### src/design/scw_pkg.sv
// Package: register map, field layout and reset values of the system config bank
package scw_pkg;

  // Register byte addresses (no offsets are printed, so these are chosen)
  localparam logic [7:0] ADDR_OPTIONS = 8'h00;
  localparam logic [7:0] ADDR_CLKOUT  = 8'h04;
  localparam logic [7:0] ADDR_ID_HIGH = 8'h08;
  localparam logic [7:0] ADDR_ID_LOW  = 8'h0c;
  localparam logic [7:0] ADDR_WAKEUP  = 8'h10;

  // System options fields
  localparam int OPT_WDOG_EN_BIT   = 7;
  localparam int OPT_WDOG_LONG_BIT = 6;
  localparam int OPT_STOP_EN_BIT   = 5;
  localparam logic OPT_WDOG_EN_RST   = 1'b1;
  localparam logic OPT_WDOG_LONG_RST = 1'b1;
  localparam logic OPT_STOP_EN_RST   = 1'b0;

  // Clock output control fields
  localparam int CLK_PIN_EN_BIT = 4;
  localparam int CLK_DIV_LSB    = 0;
  localparam int CLK_DIV_W      = 3;

  // Periodic wakeup control fields
  localparam int WK_FLAG_BIT   = 7;
  localparam int WK_ACK_BIT    = 6;
  localparam int WK_CLKSEL_BIT = 5;
  localparam int WK_IEN_BIT    = 4;
  localparam int WK_DLY_LSB    = 0;
  localparam int WK_DLY_W      = 3;

  // Internal wakeup oscillator nominal rate
  localparam int WK_OSC_HZ = 1000;

  // Part id: value is arbitrary, not any real part code
  localparam logic [11:0] PART_ID_DEFAULT = 12'h5a3;

  // Reserved id-high bits read as this (indeterminate in the hardware)
  localparam logic [3:0] ID_HIGH_RSVD = 4'h0;

endpackage

### src/design/scw_sysconfig.sv
// System configuration bank: options, clock output, part id, periodic wakeup
//
// Our own choices: register access over APB and the placing of the registers.
`timescale 1ns/100ps

module scw_sysconfig #(
  parameter logic [11:0] PART_ID = scw_pkg::PART_ID_DEFAULT
) (
  // Clock and reset
  input  wire logic        i_mclk,
  input  wire logic        i_rstn,
  // APB slave
  input  wire logic        i_psel,
  input  wire logic        i_penable,
  input  wire logic        i_pwrite,
  input  wire logic [7:0]  i_paddr,
  input  wire logic [31:0] i_pwdata,
  input  wire logic [3:0]  i_pstrb,
  output logic      [31:0] o_prdata,
  output logic             o_pready,
  output logic             o_pslverr,
  // Wakeup clock sources, asynchronous to i_mclk
  input  wire logic        i_wake_osc,
  input  wire logic        i_wake_ext,
  // Core hooks
  input  wire logic        i_stop_attempt,
  output logic             o_watchdog_enable,
  output logic             o_watchdog_long_timeout,
  output logic             o_stop_mode_enable,
  output logic             o_illegal_stop_reset,
  output logic             o_wakeup_irq,
  // Clock output port pin
  output logic             o_clkout,
  output logic             o_clkout_oe_n
);

  //--------------------------------------------------------------------
  // State
  //--------------------------------------------------------------------
  typedef struct packed {
    logic        opt_written;
    logic        wdog_en;
    logic        wdog_long;
    logic        stop_en;
    logic        pin_en;
    logic [2:0]  clk_div;
    logic [2:0]  div_cnt;
    logic        clk_lvl;
    logic        clkout;
    logic        clkout_oe_n;
    logic        illegal_stop;
    logic        wk_flag;
    logic        wk_clksel;
    logic        wk_ien;
    logic [2:0]  wk_dly;
    logic [2:0]  osc_sync;
    logic [2:0]  ext_sync;
    logic        osc_lvl;
    logic        ext_lvl;
    logic [14:0] wk_cnt;
    logic        irq;
    logic [31:0] prdata;
    logic        pready;
    logic        pslverr;
  } scw_state_t;

  scw_state_t st;
  scw_state_t next_st;
  // Kept apart from st: it has its own reset and its own process
  logic [1:0] rst_sync;
  logic       rstn_int;

  assign rstn_int = rst_sync[1];

  //--------------------------------------------------------------------
  // Helpers
  //--------------------------------------------------------------------
  // Terminal count in source ticks; internal ticks are 1 ms each
  function automatic logic [14:0] scw_wake_limit(input logic [2:0] dly,
                                                 input logic       ext);
    logic [14:0] lim;
    lim = 15'h0000;
    if (ext) begin
      case (dly)
        3'h1:    lim = 15'h00ff;  // /256
        3'h2:    lim = 15'h03ff;  // /1024
        3'h3:    lim = 15'h07ff;
        3'h4:    lim = 15'h0fff;
        3'h5:    lim = 15'h1fff;
        3'h6:    lim = 15'h3fff;
        3'h7:    lim = 15'h7fff;  // /32768
        default: lim = 15'h0000;
      endcase
    end else begin
      case (dly)
        3'h1:    lim = 15'h0007;  // 8 ms
        3'h2:    lim = 15'h001f;  // 32 ms
        3'h3:    lim = 15'h003f;
        3'h4:    lim = 15'h007f;
        3'h5:    lim = 15'h00ff;
        3'h6:    lim = 15'h01ff;
        3'h7:    lim = 15'h03ff;  // 1024 ms
        default: lim = 15'h0000;
      endcase
    end
    return lim;
  endfunction

  //--------------------------------------------------------------------
  // Next-state logic
  //--------------------------------------------------------------------
  logic        wr_acc;
  logic        rd_acc;
  logic        addr_ok;
  logic        tick;
  logic        timeout;
  logic [7:0]  wb;
  logic [7:0]  rb;

  always_comb begin
    next_st = st;
    wb      = i_pwdata[7:0];
    rb      = 8'h00;

    // Address decode over the low word-aligned map
    addr_ok = (i_paddr == scw_pkg::ADDR_OPTIONS) ||
              (i_paddr == scw_pkg::ADDR_CLKOUT)  ||
              (i_paddr == scw_pkg::ADDR_ID_HIGH) ||
              (i_paddr == scw_pkg::ADDR_ID_LOW)  ||
              (i_paddr == scw_pkg::ADDR_WAKEUP);
    // One-wait slave: pready is registered, so the access phase completes in its second cycle
    wr_acc = i_psel && i_penable && i_pwrite && !st.pready && i_pstrb[0];
    rd_acc = i_psel && i_penable && !i_pwrite && !st.pready;

    next_st.pready  = i_psel && i_penable && !st.pready;
    next_st.pslverr = i_psel && i_penable && !st.pready && !addr_ok;

    // Readback mux
    case (i_paddr)
      scw_pkg::ADDR_OPTIONS: begin
        rb[scw_pkg::OPT_WDOG_EN_BIT]   = st.wdog_en;
        rb[scw_pkg::OPT_WDOG_LONG_BIT] = st.wdog_long;
        rb[scw_pkg::OPT_STOP_EN_BIT]   = st.stop_en;  // 3:2 stay zero
      end
      scw_pkg::ADDR_CLKOUT: begin
        rb[scw_pkg::CLK_PIN_EN_BIT] = st.pin_en;
        rb[2:0]                     = st.clk_div;
      end
      scw_pkg::ADDR_ID_HIGH: rb = {scw_pkg::ID_HIGH_RSVD,
                                   PART_ID[11:8]};
      scw_pkg::ADDR_ID_LOW:  rb = PART_ID[7:0];
      scw_pkg::ADDR_WAKEUP: begin
        rb[scw_pkg::WK_FLAG_BIT]   = st.wk_flag;
        rb[scw_pkg::WK_CLKSEL_BIT] = st.wk_clksel;
        rb[scw_pkg::WK_IEN_BIT]    = st.wk_ien;
        rb[2:0]                    = st.wk_dly;  // ack and 3 read zero
      end
      default: rb = 8'h00;
    endcase
    next_st.prdata = rd_acc ? {24'h000000, rb} : 32'h00000000;

    // Write-once options: later writes dropped silently
    if (wr_acc && i_paddr == scw_pkg::ADDR_OPTIONS && !st.opt_written) begin
      next_st.opt_written = 1'b1;
      next_st.wdog_en     = wb[scw_pkg::OPT_WDOG_EN_BIT];
      next_st.wdog_long   = wb[scw_pkg::OPT_WDOG_LONG_BIT];
      next_st.stop_en     = wb[scw_pkg::OPT_STOP_EN_BIT];
    end
    if (wr_acc && i_paddr == scw_pkg::ADDR_CLKOUT) begin
      next_st.pin_en  = wb[scw_pkg::CLK_PIN_EN_BIT];
      next_st.clk_div = wb[2:0];
    end

    // Stop with stop mode disabled requests an illegal-opcode reset
    next_st.illegal_stop = i_stop_attempt && !st.stop_en;

    // Clock output divider: half period is clk_div bus clocks
    if (st.clk_div == 3'h0) begin
      next_st.div_cnt = 3'h0;
      next_st.clk_lvl = 1'b0;
    end else if (st.div_cnt >= st.clk_div - 3'h1) begin
      next_st.div_cnt = 3'h0;
      next_st.clk_lvl = !st.clk_lvl;
    end else begin
      next_st.div_cnt = st.div_cnt + 3'h1;
    end
    next_st.clkout      = st.pin_en && st.clk_lvl;
    next_st.clkout_oe_n = !st.pin_en;

    // Wakeup source synchronisers; second and third must agree
    next_st.osc_sync = {st.osc_sync[1:0], i_wake_osc};
    next_st.ext_sync = {st.ext_sync[1:0], i_wake_ext};
    if (st.osc_sync[2] == st.osc_sync[1]) begin
      next_st.osc_lvl = st.osc_sync[2];
    end
    if (st.ext_sync[2] == st.ext_sync[1]) begin
      next_st.ext_lvl = st.ext_sync[2];
    end
    // Rising edge of the selected source is one timer tick; the
    // oscillator is a free-running input, untouched by bus clocking
    tick = st.wk_clksel ? (next_st.ext_lvl && !st.ext_lvl)
                        : (next_st.osc_lvl && !st.osc_lvl);
    timeout = 1'b0;
    if (st.wk_dly == 3'h0) begin
      next_st.wk_cnt = 15'h0000;
    end else if (tick) begin
      if (st.wk_cnt >= scw_wake_limit(st.wk_dly, st.wk_clksel)) begin
        next_st.wk_cnt = 15'h0000;
        timeout        = 1'b1;
      end else begin
        next_st.wk_cnt = st.wk_cnt + 15'h0001;
      end
    end

    if (wr_acc && i_paddr == scw_pkg::ADDR_WAKEUP) begin
      next_st.wk_clksel = wb[scw_pkg::WK_CLKSEL_BIT];
      next_st.wk_ien    = wb[scw_pkg::WK_IEN_BIT];
      next_st.wk_dly    = wb[2:0];
      if (wb[scw_pkg::WK_ACK_BIT]) begin
        next_st.wk_flag = 1'b0;
      end
    end
    // Timeout set beats a same-cycle acknowledge
    if (timeout) begin
      next_st.wk_flag = 1'b1;
    end
    next_st.irq = next_st.wk_flag && next_st.wk_ien;
  end

  //--------------------------------------------------------------------
  // Reset release synchroniser
  //--------------------------------------------------------------------
  // Async assert, release through two flops
  always_ff @(posedge i_mclk or negedge i_rstn) begin
    if (!i_rstn) begin
      rst_sync <= 2'b00;
    end else begin
      rst_sync <= {rst_sync[0], 1'b1};
    end
  end

  //--------------------------------------------------------------------
  // State register
  //--------------------------------------------------------------------
  // Everything but the reset synchroniser resets on the released copy
  always_ff @(posedge i_mclk or negedge rstn_int) begin
    if (!rstn_int) begin
      st.opt_written  <= 1'b0;
      st.wdog_en      <= scw_pkg::OPT_WDOG_EN_RST;
      st.wdog_long    <= scw_pkg::OPT_WDOG_LONG_RST;
      st.stop_en      <= scw_pkg::OPT_STOP_EN_RST;
      st.pin_en       <= 1'b0;
      st.clk_div      <= 3'h0;
      st.div_cnt      <= 3'h0;
      st.clk_lvl      <= 1'b0;
      st.clkout       <= 1'b0;
      st.clkout_oe_n  <= 1'b1;
      st.illegal_stop <= 1'b0;
      st.wk_flag      <= 1'b0;
      st.wk_clksel    <= 1'b0;
      st.wk_ien       <= 1'b0;
      st.wk_dly       <= 3'h0;
      st.osc_sync     <= 3'h0;
      st.ext_sync     <= 3'h0;
      st.osc_lvl      <= 1'b0;
      st.ext_lvl      <= 1'b0;
      st.wk_cnt       <= 15'h0000;
      st.irq          <= 1'b0;
      st.prdata       <= 32'h00000000;
      st.pready       <= 1'b0;
      st.pslverr      <= 1'b0;
    end else begin
      st.opt_written  <= next_st.opt_written;
      st.wdog_en      <= next_st.wdog_en;
      st.wdog_long    <= next_st.wdog_long;
      st.stop_en      <= next_st.stop_en;
      st.pin_en       <= next_st.pin_en;
      st.clk_div      <= next_st.clk_div;
      st.div_cnt      <= next_st.div_cnt;
      st.clk_lvl      <= next_st.clk_lvl;
      st.clkout       <= next_st.clkout;
      st.clkout_oe_n  <= next_st.clkout_oe_n;
      st.illegal_stop <= next_st.illegal_stop;
      st.wk_flag      <= next_st.wk_flag;
      st.wk_clksel    <= next_st.wk_clksel;
      st.wk_ien       <= next_st.wk_ien;
      st.wk_dly       <= next_st.wk_dly;
      st.osc_sync     <= next_st.osc_sync;
      st.ext_sync     <= next_st.ext_sync;
      st.osc_lvl      <= next_st.osc_lvl;
      st.ext_lvl      <= next_st.ext_lvl;
      st.wk_cnt       <= next_st.wk_cnt;
      st.irq          <= next_st.irq;
      st.prdata       <= next_st.prdata;
      st.pready       <= next_st.pready;
      st.pslverr      <= next_st.pslverr;
    end
  end

  //--------------------------------------------------------------------
  // Outputs, all straight from flops
  //--------------------------------------------------------------------
  assign o_prdata                = st.prdata;
  assign o_pready                = st.pready;
  assign o_pslverr               = st.pslverr;
  assign o_watchdog_enable       = st.wdog_en;
  assign o_watchdog_long_timeout = st.wdog_long;
  assign o_stop_mode_enable      = st.stop_en;
  assign o_illegal_stop_reset    = st.illegal_stop;
  assign o_wakeup_irq            = st.irq;
  assign o_clkout                = st.clkout;
  assign o_clkout_oe_n           = st.clkout_oe_n;

endmodule

### config.mk
export PLATFORM = sky130hd
export DESIGN_NAME = scw_sysconfig
export DESIGN_NICKNAME = d
export VERILOG_FILES = /design/src/design/scw_pkg.sv /design/src/design/scw_sysconfig.sv
export SDC_FILE = /design/constraint.sdc
export NUM_CORES = 1
export LEC_CHECK = 0
export BUFFER_PORTS_ARGS = -buffer_cell sky130_fd_sc_hd__buf_4
export CAP_MARGIN = 20
export CORE_ASPECT_RATIO = 1.25
export CORE_MARGIN = 1
export CORE_UTILIZATION = 35
export DETAILED_ROUTE_END_ITERATION = 12
export SLEW_MARGIN = 30
export SYNTH_ARGS = -nofsm -noshare
export SYNTH_HDL_FRONTEND = slang
export SYNTH_SLANG_ARGS = --single-unit
### constraint.sdc
create_clock -name i_mclk -period 3.8 [get_ports i_mclk]
set_clock_uncertainty 0.2 [all_clocks]
set_input_delay 0.57 -clock i_mclk [delete_from_list [all_inputs] [get_ports i_mclk]]
set_output_delay 0.57 -clock i_mclk [all_outputs]
set_load 0.01 [all_outputs]
# After elaboration in Yosys (flattened, before gate mapping)
# Cells that the tools add are included.
word_totals:
  elab_cells: 104
  output_inout_bits: 41
  register_bits: 57
  in_bits: 52
op_classes:
  addsub: 3
  magnitude_cmp: 2
  n_reduce_logical: 35
  muxes: 26
  n_eq_ne: 13
op_table:
  columns: ["op", "count"]
  rows:
  - ["case mux 15 bit (7 select lines)", 1]
  - ["2-to-1 mux 15 bit", 6]
  - ["case mux 10 bit (7 select lines)", 1]
  - ["logical AND 1 bit", 17]
  - ["== test 8 x 4 -> 1 bit, second input constant", 2]
  - ["adder 15 x 1 -> 15 bit, second input constant", 1]
  - ["greater-or-equal comparator 15 bit", 1]
  - ["== test 3 bit, second input constant", 4]
  - ["case mux 3 bit (4 select lines)", 1]
  - ["2-to-1 mux 1 bit", 10]
  - ["logical NOT 1 bit", 9]
  - ["== test 8 x 3 -> 1 bit, second input constant", 1]
  - ["== test 8 x 5 -> 1 bit, second input constant", 1]
  - ["logical NOT 8 bit", 1]
  - ["2-to-1 mux 8 bit", 1]
  - ["== test 3 x 2 -> 1 bit, second input constant", 2]
  - ["logical NOT 3 bit", 2]
  - ["2-to-1 mux 6 bit", 1]
  - ["case mux 1 bit (3 select lines)", 2]
  - ["logical OR 1 bit", 4]
  - ["2-to-1 mux 4 bit", 1]
  - ["nonzero test 2 bit", 2]
  - ["adder 3 x 1 -> 3 bit, second input constant", 1]
  - ["== test 3 x 1 -> 1 bit, second input constant", 1]
  - ["5 further kinds", 6]

# Logic depth before layout (Yosys ltp)
logic_depth:
  word_depth: 12
  depth_mapped: 12
  ltp_nobuf: 10

# Worst setup path after synthesis
# Ideal clock, no wire load.
synth_path:
  kind: "register to register"
  startpoint: "reg st[59] in the netlist's numbering"
  endpoint: "reg st[41] in the netlist's numbering"
  setup_ns: 0.079
  stages_incl_launch_ff: 12
  setup_slack_ns: 0.901
  arrival_time_ns: 2.620
  n_path_buf: 1
  t_required_ns: 3.521
  period_less_slack_ns: 2.899
  cell_sequence: "dfrtp_1 -> clkbuf_1 -> or2_2 -> a21oi_1 -> o21bai_1 -> ha_1 -> nand3_1 -> nor2_1 -> a41o_1 -> or3_4 -> o32a_1 -> mux2i_1"
synth_via:
  elab_chain_len: 9
  elab_cells_between_ends: 18
  cone_classes: "1 x order compare; 7 x eq/ne; 8 x mux; 2 x reduce/logical"
synth_rtl:
  columns: ["item", "line_no", "rtl"]
  rows:
  - ["from (decl)", "scw_sysconfig.sv:67", "scw_state_t st;"]
  - ["== test 3 bit (tied with other cells)", "scw_sysconfig.sv:84, scw_sysconfig.sv:95", null]
  - ["case mux 10 bit (7 select lines) / case mux 15 bit (7 select lines) (equally long branches)", "scw_sysconfig.sv:95, scw_sysconfig.sv:84", null]
  - ["2-to-1 mux 15 bit", "scw_sysconfig.sv:83", "if (ext) begin"]
  - ["2-to-1 mux 15 bit", "scw_sysconfig.sv:206", "end else if (tick) begin"]
  - ["2-to-1 mux 15 bit", "scw_sysconfig.sv:204", "if (st.wk_dly == 3'h0) begin"]
  - ["greater-or-equal comparator 15 bit", "scw_sysconfig.sv:207", "if (st.wk_cnt >= scw_wake_limit(st.wk_dly, st.wk_clksel)) begin"]
  - ["2-to-1 mux 15 bit", "scw_sysconfig.sv:207", null]
  - ["2-to-1 mux 15 bit", "scw_sysconfig.sv:206", null]
  - ["2-to-1 mux 15 bit", "scw_sysconfig.sv:204", null]
# Parallel ways exist; a longest one is shown, timed or not. The select of a mux whose other input is x is not followed.
# A chain may end at the register's enable or synchronous reset.

# Worst setup path in the final report
layout_path:
  startpoint: "reg st[60] in the netlist's numbering"
  endpoint: "reg st[45] in the netlist's numbering"
# The elaborated chain is that of the path after synthesis.

==> impl_metrics.py <==
metrics = {
    "route": {
        "drt_pre_antenna_iters": 4,
        "drc": 0,
        "viasPerCell": 4.88,
        "wl_um": 6260,
        "num_vias": 2337,
        "drt_iter0_markers": 112,
        "wl_per_cell_um": 13.1,
        "postRouteAntennaNets": 0,
    },
    "placement": {
        "hpwl_um": 4850,
        "place_congestion": 0.768,
        "port_buffers": 39,
        "dp_cells": 470,
    },
    "critical_path": {
        "cpMaxStageDelayCell": "nor3_1",
        "arrival_ns": 3.40,
        "critPathBufInv": 1,
        "cp-end-kind": "register",
        "crit_type": "reg -> reg",
        "cpPeakStageDelay_ns": 0.59,
        "path_cells": "or3_1, inv_1, ha_1, a21oi_1, nand3_1, a41o_1, nor3_1, a31oi_1, mux2i_1",
        "crit_fanout": 13,
        "crit_family": "simple AND/OR/NAND/NOR gates",
        "critical_path.startpoint_type": "register",
        "required_ns": 3.84,
    },
    "yosys": {
        "ys_types": 56,
        "synth_warnings": 0,
        "synth_flop_cell": "dfrtp_1",
        "synth_area_leader_cell": "dfrtp_1",
        "synth_seq_cells": 56,
        "synthArstFlopShare_pct": 100,
        "netlist_area_um2": 3240,
        "synth-edff-count": 0,
        "avgSynthCellArea_um2": 9.94,
        "synth_top_family_by_area": "simple AND/OR/NAND/NOR gates",
        "synth_top_area_share_pct": 40.9,
        "yosysSeqAreaShare_pct": 43.4,
        "synth_xor_area_share_pct": 1.35,
        "synth_mux_area_share_pct": 6.53,
        "synth_compound_area_share_pct": 12.0,
        "synthSimpleGateAreaFrac_pct": 18.5,
        "synthesis.instances": 326,
        "synth_fa_ha_area_share_pct": 8.34,
        "yosys-top-cells-area": "dfrtp_1, ha_1, buf_4, mux2_2, nand2_1",
    },
    "floorplanning": {
        "die-area_um2": 9650,
        "die_w_um": 88.0,
        "io_pins": 93,
        "die_h_um": 110,
        "fp.coreArea_um2": 8840,
        "start_util_pct": 36.6,
        "row_count": 38,
    },
    "sta": {
        "slew_viol_final": 0,
        "worstMarginPinSlew_ns": 0.901,
        "min_period_ns": 3.35,
        "rsz0062_at_grt": "false",
        "maxSlewHeadroom_pct": 39.7,
        "setup_viol": 0,
        "tns_ns": 0,
        "period_share_pct": 88.2,
        "fmax_mhz": 298,
        "finalHoldViolations": 0,
    },
    "clock_tree": {
        "ctsRootBufferMaster": "clkbuf_8",
        "cts_tree": "built",
        "post_cts_resized": 0,
        "clk_latency_ns": 0.32,
        "htreeDepth": 2,
        "cts_buffers": 5,
        "clock-sinks": 56,
        "cts_buffer_depth": 2,
        "clkTransAtPathRegs_ns": 0.11,
    },
    "grt": {
        "grt_start_max_net_pins": 35,
        "antenna_found_initial": 0,
        "grt.overflow.total": 0,
        "grt_first_pass_wirelength_um": 10600,
        "grt_pass1_vias": 2316,
        "grt_use_total_pct": 14.3,
    },
    "final_layout": {
        "drive_above_1_share_pct": 22.0,
        "diodes": 0,
        "finalNetCount": 430,
        "nFillCells": 910,
        "stdcell_count": 479,
        "mostFrequentLayoutCells": "dfrtp_1, buf_4, nand2_1",
        "syn2layout_area_growth_pct": 11.5,
        "final_common_cell": "dfrtp_1",
    },
    "status": {
        "status": "finished clean",
    },
    "pwr": {
        "ir_drop_v": 0.000270,
        "powerDensity_nw_per_um2": 287,
        "p_leak_nw": 1.68,
    },
    "worst_hold_path": {
        "hold_path.class": "reg -> async",
    },
    "job": {
        "maxCapViolations": 0,
    },
}
-- worst reg2reg max path: stages (launching register included) --
cell and delay (ns):
dfrtp_1 0.53, or3_1 0.50, inv_1 0.23, ha_1 0.31, a21oi_1 0.19, nand3_1 0.10
a41o_1 0.31, nor3_1 0.59, a31oi_1 0.16, mux2i_1 0.17
-- power breakdown --
part | switching [mW] | internal, mW | leakage (nW)
Combinational | 0.0486 | 0.0333 | 0.904
Sequential | 0.00918 | 0.605 | 0.738
Clock | 0.207 | 0.131 | 0.0404
-- cell families after synthesis --
kind of cell	after synthesis
simple gates	113
compound gates	58
xor+xnor	5
other cells	2
buf+inv	51
mux	19
flops	56
fa+ha+maj	22
-- state kept, by name, indices dropped and copies added (netlist names), 2 cells and up --
register / flops
st: 34
o_prdata: 7
next_st: 4
rst_sync: 2
-- final timing paths --
| path | slack (ns) | from | endpoint | depth (start not counted) |
|---|---|---|---|---|
| max | 0.45 | st[60]$_DFFE_PN0P_ | st[45]$_DFFE_PN0P_ | 9 |
| min | 0.009 | rst_sync[1]$_DFF_PN0_ | st[68]$_DFF_PN0_ | 0 |
| max reg2reg | 0.45 | st[60]$_DFFE_PN0P_ | st[45]$_DFFE_PN0P_ | 9 |
| min reg2reg | 0.009 | rst_sync[1]$_DFF_PN0_ | st[68]$_DFF_PN0_ | 0 |
| max in group asynchronous | 2.58 | rst_sync[1]$_DFF_PN0_ | o_watchdog_long_timeout$_DFFE_PN1P_ | 1 |
| min in group i_mclk | 0.15 | i_wake_osc | next_st[56]$_DFF_PN0_ | 1 |
-- layer usage --
metal,GRT usage [%],vias up,part of all wire (%)
li1,-,1156,-
met1,16.7,1114,41
met2,25.0,55,54
met3,2.70,12,3.5
met4,6.68,0,1.6
met5,0,-,0
-- layout make-up --
| cell class | instances | area (µm²) | area share, % |
|---|---|---|---|
| clock buffer | 5 | 68.8 | 1.91 |
| tap | 120 | 150 | 4.16 |
| clock inverter | 3 | 23.8 | 0.658 |
| timing repair buffer | 41 | 310 | 8.59 |
| multi-input combinational | 243 | 1610 | 44.6 |
| sequential | 56 | 1410 | 38.9 |
| inverter | 11 | 41.3 | 1.14 |
-- metrics by stage --
stage / setup slack [ns] / power, mW / hold slack [ns] / cell area [µm²] / util, %
finish: 0.447 / 1.03 / 0.00944 / 3610 / 40.8
global route: 0.140 / 1.09 / 0.0627 / 3610 / 40.8
CTS: 0.491 / 1.05 / 0.0357 / 3610 / 40.8
detailed placement: 0.514 / 0.709 / 0.0262 / 3510 / 39.7
global placement: 0.575 / 0.707 / 0.0206 / 3510 / 39.7
floorplan: 0.901 / 0.692 / 0.0744 / 3330 / -
-- cells in the mapped netlist (2+ instances only) --
cell type and count:
a31oi_1 5, a21oi_1 15, dfrtp_1 53, conb_1 2
ha_1 20, nor2b_1 3, and2_1 3, or2_2 2
clkbuf_1 6, mux2_2 13, nand2b_1 2, nand4_1 4
maj3_1 2, nand3_1 18, xnor2_1 5, a21o_1 7
o32a_1 2, nor2_1 24, a221o_1 2, nor3_1 8
mux2i_1 5, dfstp_2 3, nand2_1 30, o21ai_0 10
and3_1 2, buf_4 32, a22oi_1 3, o211ai_1 3
inv_1 11, nand3b_1 5
-- timing repair --
action | CTS | global route
hold buffers | 1 | 0
setup endpoints to repair | 0 | 0
endpoints found under the hold margin | 2 | 0
setup buffers | 0 | 0
No activity file was read; power rests on OpenSTA's default activity.
